===== src/loop_cfg_defines.vh =====
// Register offsets, field positions and timing constants for the loop configuration block
`ifndef LOOP_CFG_DEFINES_VH
`define LOOP_CFG_DEFINES_VH

// ----------------------------------------------------------------
// Register offsets
// ----------------------------------------------------------------
`define ADDR_LOOP1_LOCK_DETECT_CTRL 8'h28
`define ADDR_LOOP1_REF_SWITCH_CTRL  8'h29
`define ADDR_LOOP1_HOLDOFF_TIME     8'h2A
`define ADDR_LOOP2_MISC_RESERVED_A  8'h31
`define ADDR_LOOP2_DOUBLER_CTRL     8'h32
`define ADDR_LOOP2_REF_DIV_LOW      8'h33
`define ADDR_LOOP2_REF_DIV_HIGH     8'h34
`define ADDR_LOOP2_FB_DIV_LOW       8'h35
`define ADDR_LOOP2_FB_DIV_HIGH      8'h36
`define ADDR_LOOP2_PUMP_CURRENT     8'h37
`define ADDR_LOOP2_MISC_RESERVED_B  8'h3C

// ----------------------------------------------------------------
// Field positions
// ----------------------------------------------------------------
`define LD_USE_SLIP_BIT   5
`define LD_DEPTH_MSB      4
`define LD_DEPTH_LSB      0
`define RS_DEB_BYPASS_BIT 5
`define RS_MANUAL_MSB     4
`define RS_MANUAL_LSB     3
`define RS_HOLD_DAC_BIT   2
`define RS_REVERT_BIT     1
`define RS_AUTO_BIT       0
`define DBL_BYPASS_BIT    0
`define RDIV_HIGH_MSB     3
`define PUMP_MSB          3

// ----------------------------------------------------------------
// Reset values and timing
// ----------------------------------------------------------------
`define REG8_RESET        8'h00
`define RDIV_ONE          12'h001
`define CNT_ZERO          33'h000000000
`define CNT_ONE           33'h000000001
`define DEBOUNCE_CYCLES   16
`define DEBOUNCE_CNT_W    5

`endif


===== src/sel_debounce.v =====
// Debounce filter: output follows input once it has held steady for a set number of cycles
`timescale 1ns/1ps
`default_nettype none
`include "loop_cfg_defines.vh"

module sel_debounce #(
    parameter integer WIDTH = 2
) (
    // Clock and reset
    input  wire             clk,
    input  wire             rst_n,
    // Filter path
    input  wire [WIDTH-1:0] d,
    input  wire             bypass,
    output reg  [WIDTH-1:0] q
);

    reg [WIDTH-1:0]             last_r;
    reg [`DEBOUNCE_CNT_W-1:0]   cnt_r;

    always @(posedge clk or negedge rst_n) begin
        if (!rst_n) begin
            last_r <= {WIDTH{1'b0}};
            cnt_r  <= {`DEBOUNCE_CNT_W{1'b0}};
            q      <= {WIDTH{1'b0}};
        end else begin
            last_r <= d;
            if (bypass) begin
                cnt_r <= {`DEBOUNCE_CNT_W{1'b0}};
                q     <= d;
            end else if (d != last_r) begin
                cnt_r <= {`DEBOUNCE_CNT_W{1'b0}};
            end else if (cnt_r == `DEBOUNCE_CYCLES - 1) begin
                q <= d;
            end else begin
                cnt_r <= cnt_r + 1'b1;
            end
        end
    end

endmodule // sel_debounce
`default_nettype wire


===== src/dual_loop_ref_switch_config.v =====
// Configuration registers, lock qualification and reference switching for a dual-loop jitter attenuator
//
// Behaviour
// - Slip bit selects slip indicator for lock
// - Lock needs two-to-depth-field common-rate cycles
// - Debouncer bypass skips filter on selections
// - Manual field picks reference when not auto
// - Holdover tristates pump or uses DAC
// - Reversion returns to highest-priority available reference
// - Auto mode follows loss status and priority
// - Holdover waits two-to-holdoff-field cycles first; holdoff fields above 32 never time out
// - Zero holdoff switches to next reference directly
// - Doubler in path at 0, bypassed at 1
// - Reference divider twelve bits, split low/high
// - Divider values zero and one divide by one
// - Feedback divider sixteen bits, two consecutive bytes
// - Four-bit pump current level, 160 uA steps
`timescale 1ns/1ps
`default_nettype none
`include "loop_cfg_defines.vh"

module dual_loop_ref_switch_config (
    // Clock and reset
    input  wire        SYS_CLK,
    input  wire        RESET_N,
    // Register port
    input  wire [7:0]  REG_ADDR,
    input  wire [7:0]  REG_WDATA,
    input  wire        REG_WE,
    input  wire        REG_RE,
    output reg  [7:0]  REG_RDATA,
    // Reference status pins
    input  wire [3:0]  SIGNAL_LOSS_DETECT,
    input  wire [7:0]  REF_PRIORITY,
    input  wire        COMMON_RATE_TICK,
    input  wire        PHASE_IN_WINDOW,
    input  wire        CYCLE_SLIP,
    input  wire        GENERAL_INPUT_PIN_HOLDOVER,
    // First loop control
    output reg  [1:0]  REF_SEL,
    output reg         HOLDOVER,
    output reg         FIRST_LOOP_PUMP_TRISTATE,
    output reg         HOLDOVER_DAC_EN,
    output reg         FIRST_LOOP_LOCKED,
    // Second loop control
    output reg         DOUBLER_EN,
    output reg  [11:0] SECOND_LOOP_REF_RATIO,
    output reg  [15:0] SECOND_LOOP_FB_DIV,
    output reg  [3:0]  PUMP_CURRENT_LEVEL
);

    // ----------------------------------------------------------------
    // Switching states
    // ----------------------------------------------------------------
    localparam [1:0] ST_TRACK   = 2'b00;
    localparam [1:0] ST_HOLDOFF = 2'b01;
    localparam [1:0] ST_SEEK    = 2'b10;

    // Count has reached two raised to exp; exponents past 32 never report reached
    function pow2_reached;
        input [32:0] cnt;
        input [7:0]  exp;
        begin
            if (exp > 8'd32)
                pow2_reached = 1'b0;
            else
                pow2_reached = (cnt >= (`CNT_ONE << exp[5:0]));
        end
    endfunction

    // Highest-priority reference without loss of signal; valid flag in bit 2
    function [2:0] best_ref;
        input [7:0] prio;
        input [3:0] signal_loss_detect;
        integer i;
        reg [1:0] cand;
        begin
            best_ref = 3'b000;
            cand     = 2'b00;
            for (i = 3; i >= 0; i = i - 1) begin
                cand = prio[2*i +: 2];
                if (!signal_loss_detect[cand])
                    best_ref = {1'b1, cand};
            end
        end
    endfunction

    // ----------------------------------------------------------------
    // Reset release and pin synchronisers
    // ----------------------------------------------------------------
    reg        rst_meta_r;
    reg        rst_sync_r;
    wire       rst_n = rst_sync_r;
    always @(posedge SYS_CLK or negedge RESET_N) begin
        if (!RESET_N) begin
            rst_meta_r <= 1'b0;
            rst_sync_r <= 1'b0;
        end else begin
            rst_meta_r <= 1'b1;
            rst_sync_r <= rst_meta_r;
        end
    end
    reg [15:0] pin_meta_r;
    reg [15:0] pin_sync_r;
    reg        tick_d_r;
    always @(posedge SYS_CLK or negedge rst_n) begin
        if (!rst_n) begin
            pin_meta_r <= 16'h0000;
            pin_sync_r <= 16'h0000;
            tick_d_r   <= 1'b0;
        end else begin
            pin_meta_r <= {SIGNAL_LOSS_DETECT, REF_PRIORITY, COMMON_RATE_TICK,
                           PHASE_IN_WINDOW, CYCLE_SLIP, GENERAL_INPUT_PIN_HOLDOVER};
            pin_sync_r <= pin_meta_r;
            tick_d_r   <= pin_sync_r[3];
        end
    end
    wire [3:0] los_s      = pin_sync_r[15:12];
    wire [7:0] prio_s     = pin_sync_r[11:4];
    wire       tick       = pin_sync_r[3] & ~tick_d_r;
    wire       in_window  = pin_sync_r[2];
    wire       slip       = pin_sync_r[1];
    wire       gpi_hold_s = pin_sync_r[0];

    // ----------------------------------------------------------------
    // Register file
    // ----------------------------------------------------------------
    reg [5:0]  lock_ctrl_r;
    reg [5:0]  switch_ctrl_r;
    reg [7:0]  holdoff_r;
    reg [7:0]  misc_a_r;
    reg        dbl_bypass_r;
    reg [7:0]  rdiv_low_r;
    reg [3:0]  rdiv_high_r;
    reg [7:0]  fbdiv_low_r;
    reg [7:0]  fbdiv_high_r;
    reg [3:0]  pump_r;
    reg [7:0]  misc_b_r;

    // Reserved bits of the field registers are not stored and read back as zero; 0x31 and 0x3C keep all eight bits
    always @(posedge SYS_CLK or negedge rst_n) begin
        if (!rst_n) begin
            lock_ctrl_r   <= 6'h00;
            switch_ctrl_r <= 6'h00;
            holdoff_r     <= `REG8_RESET;
            misc_a_r      <= `REG8_RESET;
            dbl_bypass_r  <= 1'b0;
            rdiv_low_r    <= `REG8_RESET;
            rdiv_high_r   <= 4'h0;
            fbdiv_low_r   <= `REG8_RESET;
            fbdiv_high_r  <= `REG8_RESET;
            pump_r        <= 4'h0;
            misc_b_r      <= `REG8_RESET;
        end else if (REG_WE) begin
            case (REG_ADDR)
                `ADDR_LOOP1_LOCK_DETECT_CTRL: lock_ctrl_r   <= REG_WDATA[5:0];
                `ADDR_LOOP1_REF_SWITCH_CTRL:  switch_ctrl_r <= REG_WDATA[5:0];
                `ADDR_LOOP1_HOLDOFF_TIME:     holdoff_r     <= REG_WDATA;
                `ADDR_LOOP2_MISC_RESERVED_A:  misc_a_r      <= REG_WDATA;
                `ADDR_LOOP2_DOUBLER_CTRL:     dbl_bypass_r  <= REG_WDATA[`DBL_BYPASS_BIT];
                `ADDR_LOOP2_REF_DIV_LOW:      rdiv_low_r    <= REG_WDATA;
                `ADDR_LOOP2_REF_DIV_HIGH:     rdiv_high_r   <= REG_WDATA[`RDIV_HIGH_MSB:0];
                `ADDR_LOOP2_FB_DIV_LOW:       fbdiv_low_r   <= REG_WDATA;
                `ADDR_LOOP2_FB_DIV_HIGH:      fbdiv_high_r  <= REG_WDATA;
                `ADDR_LOOP2_PUMP_CURRENT:     pump_r        <= REG_WDATA[`PUMP_MSB:0];
                `ADDR_LOOP2_MISC_RESERVED_B:  misc_b_r      <= REG_WDATA;
                default: ;
            endcase
        end
    end
    reg [7:0] rdata_nxt;
    always @* begin
        case (REG_ADDR)
            `ADDR_LOOP1_LOCK_DETECT_CTRL: rdata_nxt = {2'b00, lock_ctrl_r};
            `ADDR_LOOP1_REF_SWITCH_CTRL:  rdata_nxt = {2'b00, switch_ctrl_r};
            `ADDR_LOOP1_HOLDOFF_TIME:     rdata_nxt = holdoff_r;
            `ADDR_LOOP2_MISC_RESERVED_A:  rdata_nxt = misc_a_r;
            `ADDR_LOOP2_DOUBLER_CTRL:     rdata_nxt = {7'h00, dbl_bypass_r};
            `ADDR_LOOP2_REF_DIV_LOW:      rdata_nxt = rdiv_low_r;
            `ADDR_LOOP2_REF_DIV_HIGH:     rdata_nxt = {4'h0, rdiv_high_r};
            `ADDR_LOOP2_FB_DIV_LOW:       rdata_nxt = fbdiv_low_r;
            `ADDR_LOOP2_FB_DIV_HIGH:      rdata_nxt = fbdiv_high_r;
            `ADDR_LOOP2_PUMP_CURRENT:     rdata_nxt = {4'h0, pump_r};
            `ADDR_LOOP2_MISC_RESERVED_B:  rdata_nxt = misc_b_r;
            default:                      rdata_nxt = 8'h00;
        endcase
    end
    always @(posedge SYS_CLK or negedge rst_n) begin
        if (!rst_n)
            REG_RDATA <= 8'h00;
        else if (REG_RE)
            REG_RDATA <= rdata_nxt;
    end
    wire       use_slip   = lock_ctrl_r[`LD_USE_SLIP_BIT];
    wire [4:0] depth_exp  = lock_ctrl_r[`LD_DEPTH_MSB:`LD_DEPTH_LSB];
    wire       deb_bypass = switch_ctrl_r[`RS_DEB_BYPASS_BIT];
    wire [1:0] manual_sel = switch_ctrl_r[`RS_MANUAL_MSB:`RS_MANUAL_LSB];
    wire       hold_dac   = switch_ctrl_r[`RS_HOLD_DAC_BIT];
    wire       revert_en  = switch_ctrl_r[`RS_REVERT_BIT];
    wire       auto_en    = switch_ctrl_r[`RS_AUTO_BIT];

    // ----------------------------------------------------------------
    // Debounced manual selection and holdover pin
    // ----------------------------------------------------------------
    wire [2:0] deb_q;
    // Glitches on a manual change would otherwise hop the loop between inputs
    sel_debounce #(
        .WIDTH (3)
    ) u_sel_debounce (
        .clk    (SYS_CLK),
        .rst_n  (rst_n),
        .d      ({gpi_hold_s, manual_sel}),
        .bypass (deb_bypass),
        .q      (deb_q)
    );
    wire [1:0] manual_q = deb_q[1:0];
    wire       pin_hold = deb_q[2];
    // ----------------------------------------------------------------
    // Lock detect qualification
    // ----------------------------------------------------------------
    reg [32:0] lock_cnt_r;
    wire       lock_qual = use_slip ? ~slip : in_window;
    wire       lock_hit  = pow2_reached(lock_cnt_r, {3'b000, depth_exp});

    always @(posedge SYS_CLK or negedge rst_n) begin
        if (!rst_n) begin
            lock_cnt_r        <= `CNT_ZERO;
            FIRST_LOOP_LOCKED <= 1'b0;
        end else begin
            if (!lock_qual) begin
                lock_cnt_r        <= `CNT_ZERO;
                FIRST_LOOP_LOCKED <= 1'b0;
            end else begin
                if (tick && !lock_hit)
                    lock_cnt_r <= lock_cnt_r + `CNT_ONE;
                FIRST_LOOP_LOCKED <= lock_hit;
            end
        end
    end

    // ----------------------------------------------------------------
    // Automatic reference switching
    // ----------------------------------------------------------------
    reg [1:0]  state_r;
    reg [1:0]  state_nxt;
    reg [1:0]  auto_ref_r;
    reg [1:0]  auto_ref_nxt;
    reg [32:0] hold_cnt_r;
    reg        hold_clr;

    wire [2:0] best      = best_ref(prio_s, los_s);
    wire       cur_lost  = los_s[auto_ref_r];
    wire       hold_done = pow2_reached(hold_cnt_r, holdoff_r);

    always @* begin
        state_nxt    = state_r;
        auto_ref_nxt = auto_ref_r;
        hold_clr     = 1'b0;
        case (state_r)
            ST_TRACK: begin
                if (cur_lost) begin
                    hold_clr = 1'b1;
                    if (holdoff_r == 8'h00)
                        state_nxt = ST_SEEK;
                    else
                        state_nxt = ST_HOLDOFF;
                end else if (revert_en && best[2] && best[1:0] != auto_ref_r) begin
                    auto_ref_nxt = best[1:0];
                end
            end
            ST_HOLDOFF: begin
                if (!cur_lost)
                    state_nxt = ST_TRACK;
                else if (hold_done)
                    state_nxt = ST_SEEK;
            end
            ST_SEEK: begin
                if (best[2]) begin
                    auto_ref_nxt = best[1:0];
                    state_nxt    = ST_TRACK;
                end
            end
            default: state_nxt = ST_TRACK;
        endcase
        if (!auto_en) begin
            state_nxt    = ST_TRACK;
            auto_ref_nxt = manual_q;
        end
    end

    always @(posedge SYS_CLK or negedge rst_n) begin
        if (!rst_n) begin
            state_r    <= ST_TRACK;
            auto_ref_r <= 2'b00;
            hold_cnt_r <= `CNT_ZERO;
        end else begin
            state_r    <= state_nxt;
            auto_ref_r <= auto_ref_nxt;
            if (hold_clr)
                hold_cnt_r <= `CNT_ZERO;
            else if (state_r == ST_HOLDOFF && tick && !hold_done)
                hold_cnt_r <= hold_cnt_r + `CNT_ONE;
        end
    end

    // ----------------------------------------------------------------
    // Output registers
    // ----------------------------------------------------------------
    wire in_hold = pin_hold || (auto_en && state_r != ST_TRACK);

    always @(posedge SYS_CLK or negedge rst_n) begin
        if (!rst_n) begin
            REF_SEL                  <= 2'b00;
            HOLDOVER                 <= 1'b0;
            FIRST_LOOP_PUMP_TRISTATE <= 1'b0;
            HOLDOVER_DAC_EN          <= 1'b0;
            DOUBLER_EN               <= 1'b0;
            SECOND_LOOP_REF_RATIO    <= `RDIV_ONE;
            SECOND_LOOP_FB_DIV       <= 16'h0000;
            PUMP_CURRENT_LEVEL       <= 4'h0;
        end else begin
            REF_SEL                  <= auto_en ? auto_ref_r : manual_q;
            HOLDOVER                 <= in_hold;
            FIRST_LOOP_PUMP_TRISTATE <= in_hold & ~hold_dac;
            HOLDOVER_DAC_EN          <= in_hold & hold_dac;
            DOUBLER_EN               <= ~dbl_bypass_r;
            if ({rdiv_high_r, rdiv_low_r} == 12'h000)
                SECOND_LOOP_REF_RATIO <= `RDIV_ONE;
            else
                SECOND_LOOP_REF_RATIO <= {rdiv_high_r, rdiv_low_r};
            SECOND_LOOP_FB_DIV       <= {fbdiv_high_r, fbdiv_low_r};
            PUMP_CURRENT_LEVEL       <= pump_r;
        end
    end

endmodule // dual_loop_ref_switch_config
`default_nettype wire


===== config.mk =====
export PLATFORM = sky130hd
export DESIGN_NAME = dual_loop_ref_switch_config
export DESIGN_NICKNAME = d
export VERILOG_FILES = /design/src/sel_debounce.v /design/src/dual_loop_ref_switch_config.v
export VERILOG_INCLUDE_DIRS = /design/src /design/src/src
export SDC_FILE = /design/constraint.sdc
export NUM_CORES = 1
export LEC_CHECK = 0
export ABC_CLOCK_PERIOD_IN_PS = 9900
export BUFFER_PORTS_ARGS = -buffer_cell sky130_fd_sc_hd__buf_2
export CAP_MARGIN = 20
export CORE_UTILIZATION = 52
export DETAILED_ROUTE_END_ITERATION = 10
export HOLD_SLACK_MARGIN = 0.02
export PLACE_DENSITY = 0.73
export SYNTH_ARGS = -nofsm -noshare
export SYNTH_HDL_FRONTEND = slang
export SYNTH_SLANG_ARGS = --single-unit

===== constraint.sdc =====
create_clock -name SYS_CLK -period 9.9 [get_ports SYS_CLK]
set_clock_uncertainty 0.05 [all_clocks]
set_input_delay 0 -clock SYS_CLK [delete_from_list [all_inputs] [get_ports SYS_CLK]]
set_output_delay 0 -clock SYS_CLK [all_outputs]
set_load 0.05 [all_outputs]

==> results.cfg, run 1 <==
[global_route]
antenna_found_initial = 0
grt_pass1_wl_um = 45400
grt_pass1_vias = 8834
grt_usage = 0.241
grt_max_degree = 87
grt_remaining_overflow = 0

[final_layout]
area_growth_pct = 16.2
nNetsFinal = 1322
num_antenna_cells = 0
instances_no_fill = 1515
stdcell_area_mm2 = 0.0136
drive_gt1_frac = 0.183

[route]
drt_pass1_iterations = 5
via_count = 8955
wl_um = 27400
viasPerCell = 5.91
ant_nets = 0
drtIter0Drc = 561
drc_errors = 0
wl_per_cell_um = 18.1

[floorplanning]
die_x_um = 152
io-pin-count = 83
initial_core_util = 0.532
core_area_mm2 = 0.0220
fp.dieH_um = 152
num_rows = 54
die-area_mm2 = 0.0231

[timing]
post-route-worst-setup-slack_ps = 5620
slew-limit-headroom = 0.374
worstMarginPinSlew_ps = 937
period_minus_slack_ps = 4280
setup_violations = 0
rsz0062_at_grt = false
hold_violations = 0
drv_slew = 0
max_freq_mhz = 234
setup_tns_ps = 0
final.period_utilization = 0.432

[clock_tree]
ctsResizeCount = 0
cts_buffers = 25
clk_latency_ps = 550
postCtsSetupRepairBufs = 0
clk_path_buf_depth = 3
cts_tree = built
clkTransAtPathRegs_ps = 70
cts.sinks = 232
htreeDepth = 1
cts_root_buffer = clkbuf_16

[yosys]
seq_area_frac_synth = 0.497
yosysMostFrequentCell = dfrtp_1
ys.warnings.count = 0
netlist_instances = 1124
netlist_area_mm2 = 0.0117
yosys.area.top_type = dfrtp_1
async_reset_ff_frac = 1.00
synthFlopType = dfrtp_1
synth-edff-count = 0
synth_area_leaders = dfrtp_1 49%, mux2_2 7.7%, ha_1 7.4%
postSynthAreaPerCell_um2 = 10.4
ys_seq_elements = 232
synth_top_area_share = 0.495
yosys-top-cells-count = 231 x dfrtp_1, 132 x nand2_1, 80 x mux2_2, 78 x nor2_1, 69 x ha_1
synth_cell_types = 62
synth_fp_nets = 1229

[placement]
pre_cts_slack_ps = 5670
dp.cells = 1435
dpl.hpwl_um = 18800
io_buffers = 82
dpl_cell_area_mm2 = 0.0123
gp_congestion = 0.951

[power_and_ir_drop]
power_density_mw_per_mm2 = 170
p_leak_nw = 6.37
peakVddDrop_uv = 153
finalPower_mw = 2.31

[setup_path]
cp_slowest_stage_delay_ps = 600
reg2reg_depth = 12
start_kind = flip-flop
endpoint_kind = flip-flop
cp_cell_sequence = nor2b_1, and2_1, nand2_1, ha_1, a21o_1, nand3_1, a21oi_1, o311a_1, nor3_4, nand3_1, or4_1, a21oi_1
reg2reg_to = hold_cnt_r[32]$_DFFE_PN0P_
ff2ff_setup_slack_ps = 5620
path_class = reg -> reg
rr_startpoint = holdoff_r[1]$_DFFE_PN0P_
cp.arrival_ps = 4690
crit_required_ps = 10310
cpMaxStageDelayCell = or4_1
critical_path_peak_fanout = 19

[min_path]
hold_path_end = pin_meta_r[2]$_DFF_PN0_
hold_class = in -> reg
hold_start = PHASE_IN_WINDOW
hold_path_depth = 2

[run_status]
status = finished clean

[run]
maxCapViolations = 0
-- layout make-up --
type                            instances  area, um^2
Clock buffer                           33         716
Multi-Input combinational cell        813        5590
Inverter                               24        90.1
Timing Repair Buffer                  121         823
Clock inverter                         12         209
Tap cell                              280         350
Fill cell                            1751        8370
Sequential cell                       232        5810
-- critical path, delay by kind of cell, from the launching register on --
family                     cells  cell delay, ps
adders and majority gates      1             320
and+or+nand+nor                7            2500
DFF                            1             570
AOI/OAI and AO/OA              4             770
-- layer usage --
metal | share of wire | vias up | track usage
met5 | 0 | - | 0
met4 | 0.020 | 0 | 0.0661
met3 | 0.054 | 52 | 0.0402
met2 | 0.48 | 241 | 0.393
met1 | 0.45 | 4430 | 0.333
li1 | - | 4232 | -
-- worst max-delay path by stage --
stage,cells past startpoint,startpoint,end
after floorplan,0,rst_n$_DFF_PN0_,DOUBLER_EN$_DFF_PN0_
after detailed placement,12,holdoff_r[1]$_DFFE_PN0P_,hold_cnt_r[32]$_DFFE_PN0P_
after global placement,12,holdoff_r[1]$_DFFE_PN0P_,hold_cnt_r[32]$_DFFE_PN0P_
final,12,holdoff_r[1]$_DFFE_PN0P_,hold_cnt_r[32]$_DFFE_PN0P_
after global routing,12,holdoff_r[0]$_DFFE_PN0P_,hold_cnt_r[32]$_DFFE_PN0P_
after CTS,12,holdoff_r[1]$_DFFE_PN0P_,hold_cnt_r[32]$_DFFE_PN0P_
-- state kept, by name, summed over array words and instances (netlist names), 12 cells and up --
| register | flops |
|---|---|
| SECOND_LOOP_FB_DIV | 16 |
| SECOND_LOOP_REF_RATIO | 12 |
| hold_cnt_r | 33 |
| lock_cnt_r | 33 |
| pin_meta_r | 16 |
| pin_sync_r | 16 |
-- stage by stage --
stage | utilization | hold WS (ps)
detailed placement | 0.559 | -257
CTS | 0.616 | 25.4
global route | 0.619 | 38.2
global placement | 0.559 | -264
floorplan | - | -346
finish | 0.619 | 49.8
-- report_power, final --
group,switching (mW),internal (mW),total [mW],leakage [nW]
clock network,0.390,0.641,1.03,0.450
registers,0.0363,0.991,1.03,3.11
logic,0.165,0.0822,0.247,2.81
total,0.591,1.71,2.31,6.37
-- timing repair --
action | CTS | global route
endpoints found under the hold margin | 95 | 0
hold buffers | 32 | 0
setup endpoints to repair | 0 | 0
-- cell usage in the layout, fill, tap and decap left out, types with 32 or more instances in the layout --
cell and instances:
dfrtp_1 230, nand2_1 132, buf_2 82, mux2_2 80, nor2_1 78, ha_1 69, a21oi_1 63, o21ai_0 43
nand4_1 38, nand3_1 37, dlygate4sd3_1 32
-- cells by family (layout without fill, tap and decap cells) --
group | Yosys count | count (layout) | share of synthesized area
compound gates | 192 | 192 | 0.105
flops | 232 | 232 | 0.497
simple gates | 419 | 419 | 0.180
xor+xnor | 34 | 34 | 0.0255
other cells | 1 | 1 | 0.000321
buf+inv | 79 | 190 | 0.0256
mux | 98 | 98 | 0.0925
fa+ha+maj | 69 | 69 | 0.0739
(Power assumes the default switching activity.)
==> run 2: changes to the inputs <==
--- a/config.mk
+++ b/config.mk
@@ -6,13 +6,13 @@
 export SDC_FILE = /design/constraint.sdc
 export NUM_CORES = 1
 export LEC_CHECK = 0
-export ABC_CLOCK_PERIOD_IN_PS = 9900
+export ABC_CLOCK_PERIOD_IN_PS = 3930
 export BUFFER_PORTS_ARGS = -buffer_cell sky130_fd_sc_hd__buf_2
 export CAP_MARGIN = 20
 export CORE_UTILIZATION = 52
 export DETAILED_ROUTE_END_ITERATION = 10
 export HOLD_SLACK_MARGIN = 0.02
-export PLACE_DENSITY = 0.73
+export PLACE_DENSITY = 0.76
 export SYNTH_ARGS = -nofsm -noshare
 export SYNTH_HDL_FRONTEND = slang
 export SYNTH_SLANG_ARGS = --single-unit
==> constraint.sdc (replaced) <==
create_clock -name SYS_CLK -period 3.93 [get_ports SYS_CLK]
set_clock_uncertainty 0.05 [all_clocks]
set_input_delay 0 -clock SYS_CLK [delete_from_list [all_inputs] [get_ports SYS_CLK]]
set_output_delay 0 -clock SYS_CLK [all_outputs]
set_load 0.05 [all_outputs]
==> run 2 against run 1 <==
Net effect:
- the flow now finishes with violations (design-rule violations)
- cell count increased by 0.66%
- combinational power increased to 2.6 times the previous value
- sequential power increased to 2.5 times the previous value
- clock-buffer cell count increased by 3
- worst setup slack got worse by 5300 ps
- clock power increased by 130%
- hold slack improved by 10 ps
- routed wire length increased by 0.47%
- via count increased by 1.3%
- largest cell class unchanged
==> results.cfg, run 2 (synthesis results as in run 1) <==
[power_and_ir_drop]
p_leak_nw = 6.39
finalPower_mw = 5.57
peakVddDrop_uv = 396
power_density_mw_per_mm2 = 410

[clock_tree]
clk_latency_ps = 540
cts.sinks = 232
htreeDepth = 1
clkTransAtPathRegs_ps = 60
cts_root_buffer = clkbuf_16
clk_path_buf_depth = 3
cts_tree = built
cts_buffers = 25

[floorplanning]
fp.dieH_um = 152
num_rows = 54
initial_core_util = 0.532
die-area_mm2 = 0.0231
die_x_um = 152
io-pin-count = 83
core_area_mm2 = 0.0220

[timing]
drv_slew = 0
worstMarginPinSlew_ps = 1080
slew-limit-headroom = 0.278
setup_violations = 0
hold_violations = 0
setup_tns_ps = 0
whs_ps = 60.2
max_freq_mhz = 280
rsz0062_at_grt = false
final.period_utilization = 0.908
period_minus_slack_ps = 3570

[final_layout]
num_antenna_cells = 0
n_fill_cell = 1723
nNetsFinal = 1333
finish.utilization = 0.619
final_common_cell = dfrtp_1
final-seq-area_mm2 = 0.00581
area_growth_pct = 16.3
final_cell_mix = 230 x dfrtp_1, 132 x nand2_1, 82 x buf_2, 80 x mux2_2, 78 x nor2_1
stdcell_area_mm2 = 0.0136
top_regs = hold_cnt_r x33, lock_cnt_r x33
multi_input_area_mm2 = 0.00562
drive_gt1_frac = 0.190

[global_route]
grt_pass1_vias = 9094
grt_pass1_wl_um = 45700
antenna_found_initial = 0
grt_remaining_overflow = 0
grt_max_degree = 70
grt_usage = 0.243

[route]
viasPerCell = 5.95
wl_per_cell_um = 18.0
drtIter0Drc = 602
wl_um = 27500
drc_errors = 4
via_count = 9074
drt_pass1_iterations = 8
ant_nets = 0

[setup_path]
start_kind = flip-flop
path_class = reg -> reg
cp_slowest_stage_delay_ps = 570
cp_cell_sequence = nor2b_1, and2_1, nor2b_1, nand3_1, ha_1, a21oi_1, nand2_1, a21oi_1, a31oi_1, nor3_4, nand2_1, or4_1, a21oi_1
cp.arrival_ps = 3970
endpoint_kind = flip-flop
path_buf_inv = 0
cpLargestDelayFamily = simple AND/OR/NAND/NOR gates
crit_required_ps = 4330
ff2ff_setup_slack_ps = 360
cpMaxStageDelayCell = or4_1
path_common_cell = a21oi_1
critical_path_peak_fanout = 10

[placement]
io_buffers = 82
gp_congestion = 0.906
dpl.hpwl_um = 18800
dpl_cell_area_mm2 = 0.0124

[run_status]
status = finished, violations left
violations = design-rule violations

[run]
maxCapViolations = 0

[min_path]
hold_class = in -> reg
run 2: cell count changes in the layout (fill, tap and decap cells not counted), sizes merged:
cell / previous run / this run
bufinv: 5 / 1
clkinv: 4 / 5
dlygate4sd3: 32 / 35
buf: 89 / 97
clkbuf: 33 / 36
clkinvlp: 2 / 1
run 2: timing repair:
action	4_1_cts	5_1_grt
gates resized for setup	0	5
hold buffers	35	0
setup endpoints to repair	0	7
setup buffers	0	1
hold endpoints to repair	95	0
run 2: cell type report:
cell class                      instances  share of cell area
Tap cell                              280              0.0258
Multi-Input combinational cell        813               0.413
Clock inverter                          8             0.00663
Sequential cell                       232               0.428
Inverter                               24             0.00663
Timing Repair Buffer                  132              0.0652
Clock buffer                           36              0.0550
run 2: final timing paths:
path	start	to	cells after the start
worst max register to register	holdoff_r[4]$_DFFE_PN0P_	hold_cnt_r[31]$_DFFE_PN0P_	13
worst min-delay path	REF_PRIORITY[4]	pin_meta_r[8]$_DFF_PN0_	2
worst max-delay path	holdoff_r[4]$_DFFE_PN0P_	hold_cnt_r[31]$_DFFE_PN0P_	13
max in group asynchronous	rst_n$_DFF_PN0_	SECOND_LOOP_REF_RATIO[0]$_DFF_PN1_	1
worst min register to register	pin_meta_r[3]$_DFF_PN0_	pin_sync_r[3]$_DFF_PN0_	0
min in group asynchronous	RESET_N	rst_n$_DFF_PN0_	3
run 2: layer usage:
metal  track usage  part of all wire
met3        0.0319             0.055
met1         0.325              0.43
met4        0.0860             0.027
met2         0.408              0.49
met5             0                 0
run 2: report_power, final:
group	switching (mW)	internal (mW)
logic	0.416	0.214
registers	0.0968	2.50
clock network	0.959	1.39
total	1.47	4.10
run 2: through the flow:
step	std cells	worst slack, ps
2_1_floorplan	1124	68.7
3_3_place_gp	1445	283
3_5_place_dp	1445	166
4_1_cts	1524	135
5_1_grt	1525	18.7
6_report	1525	360
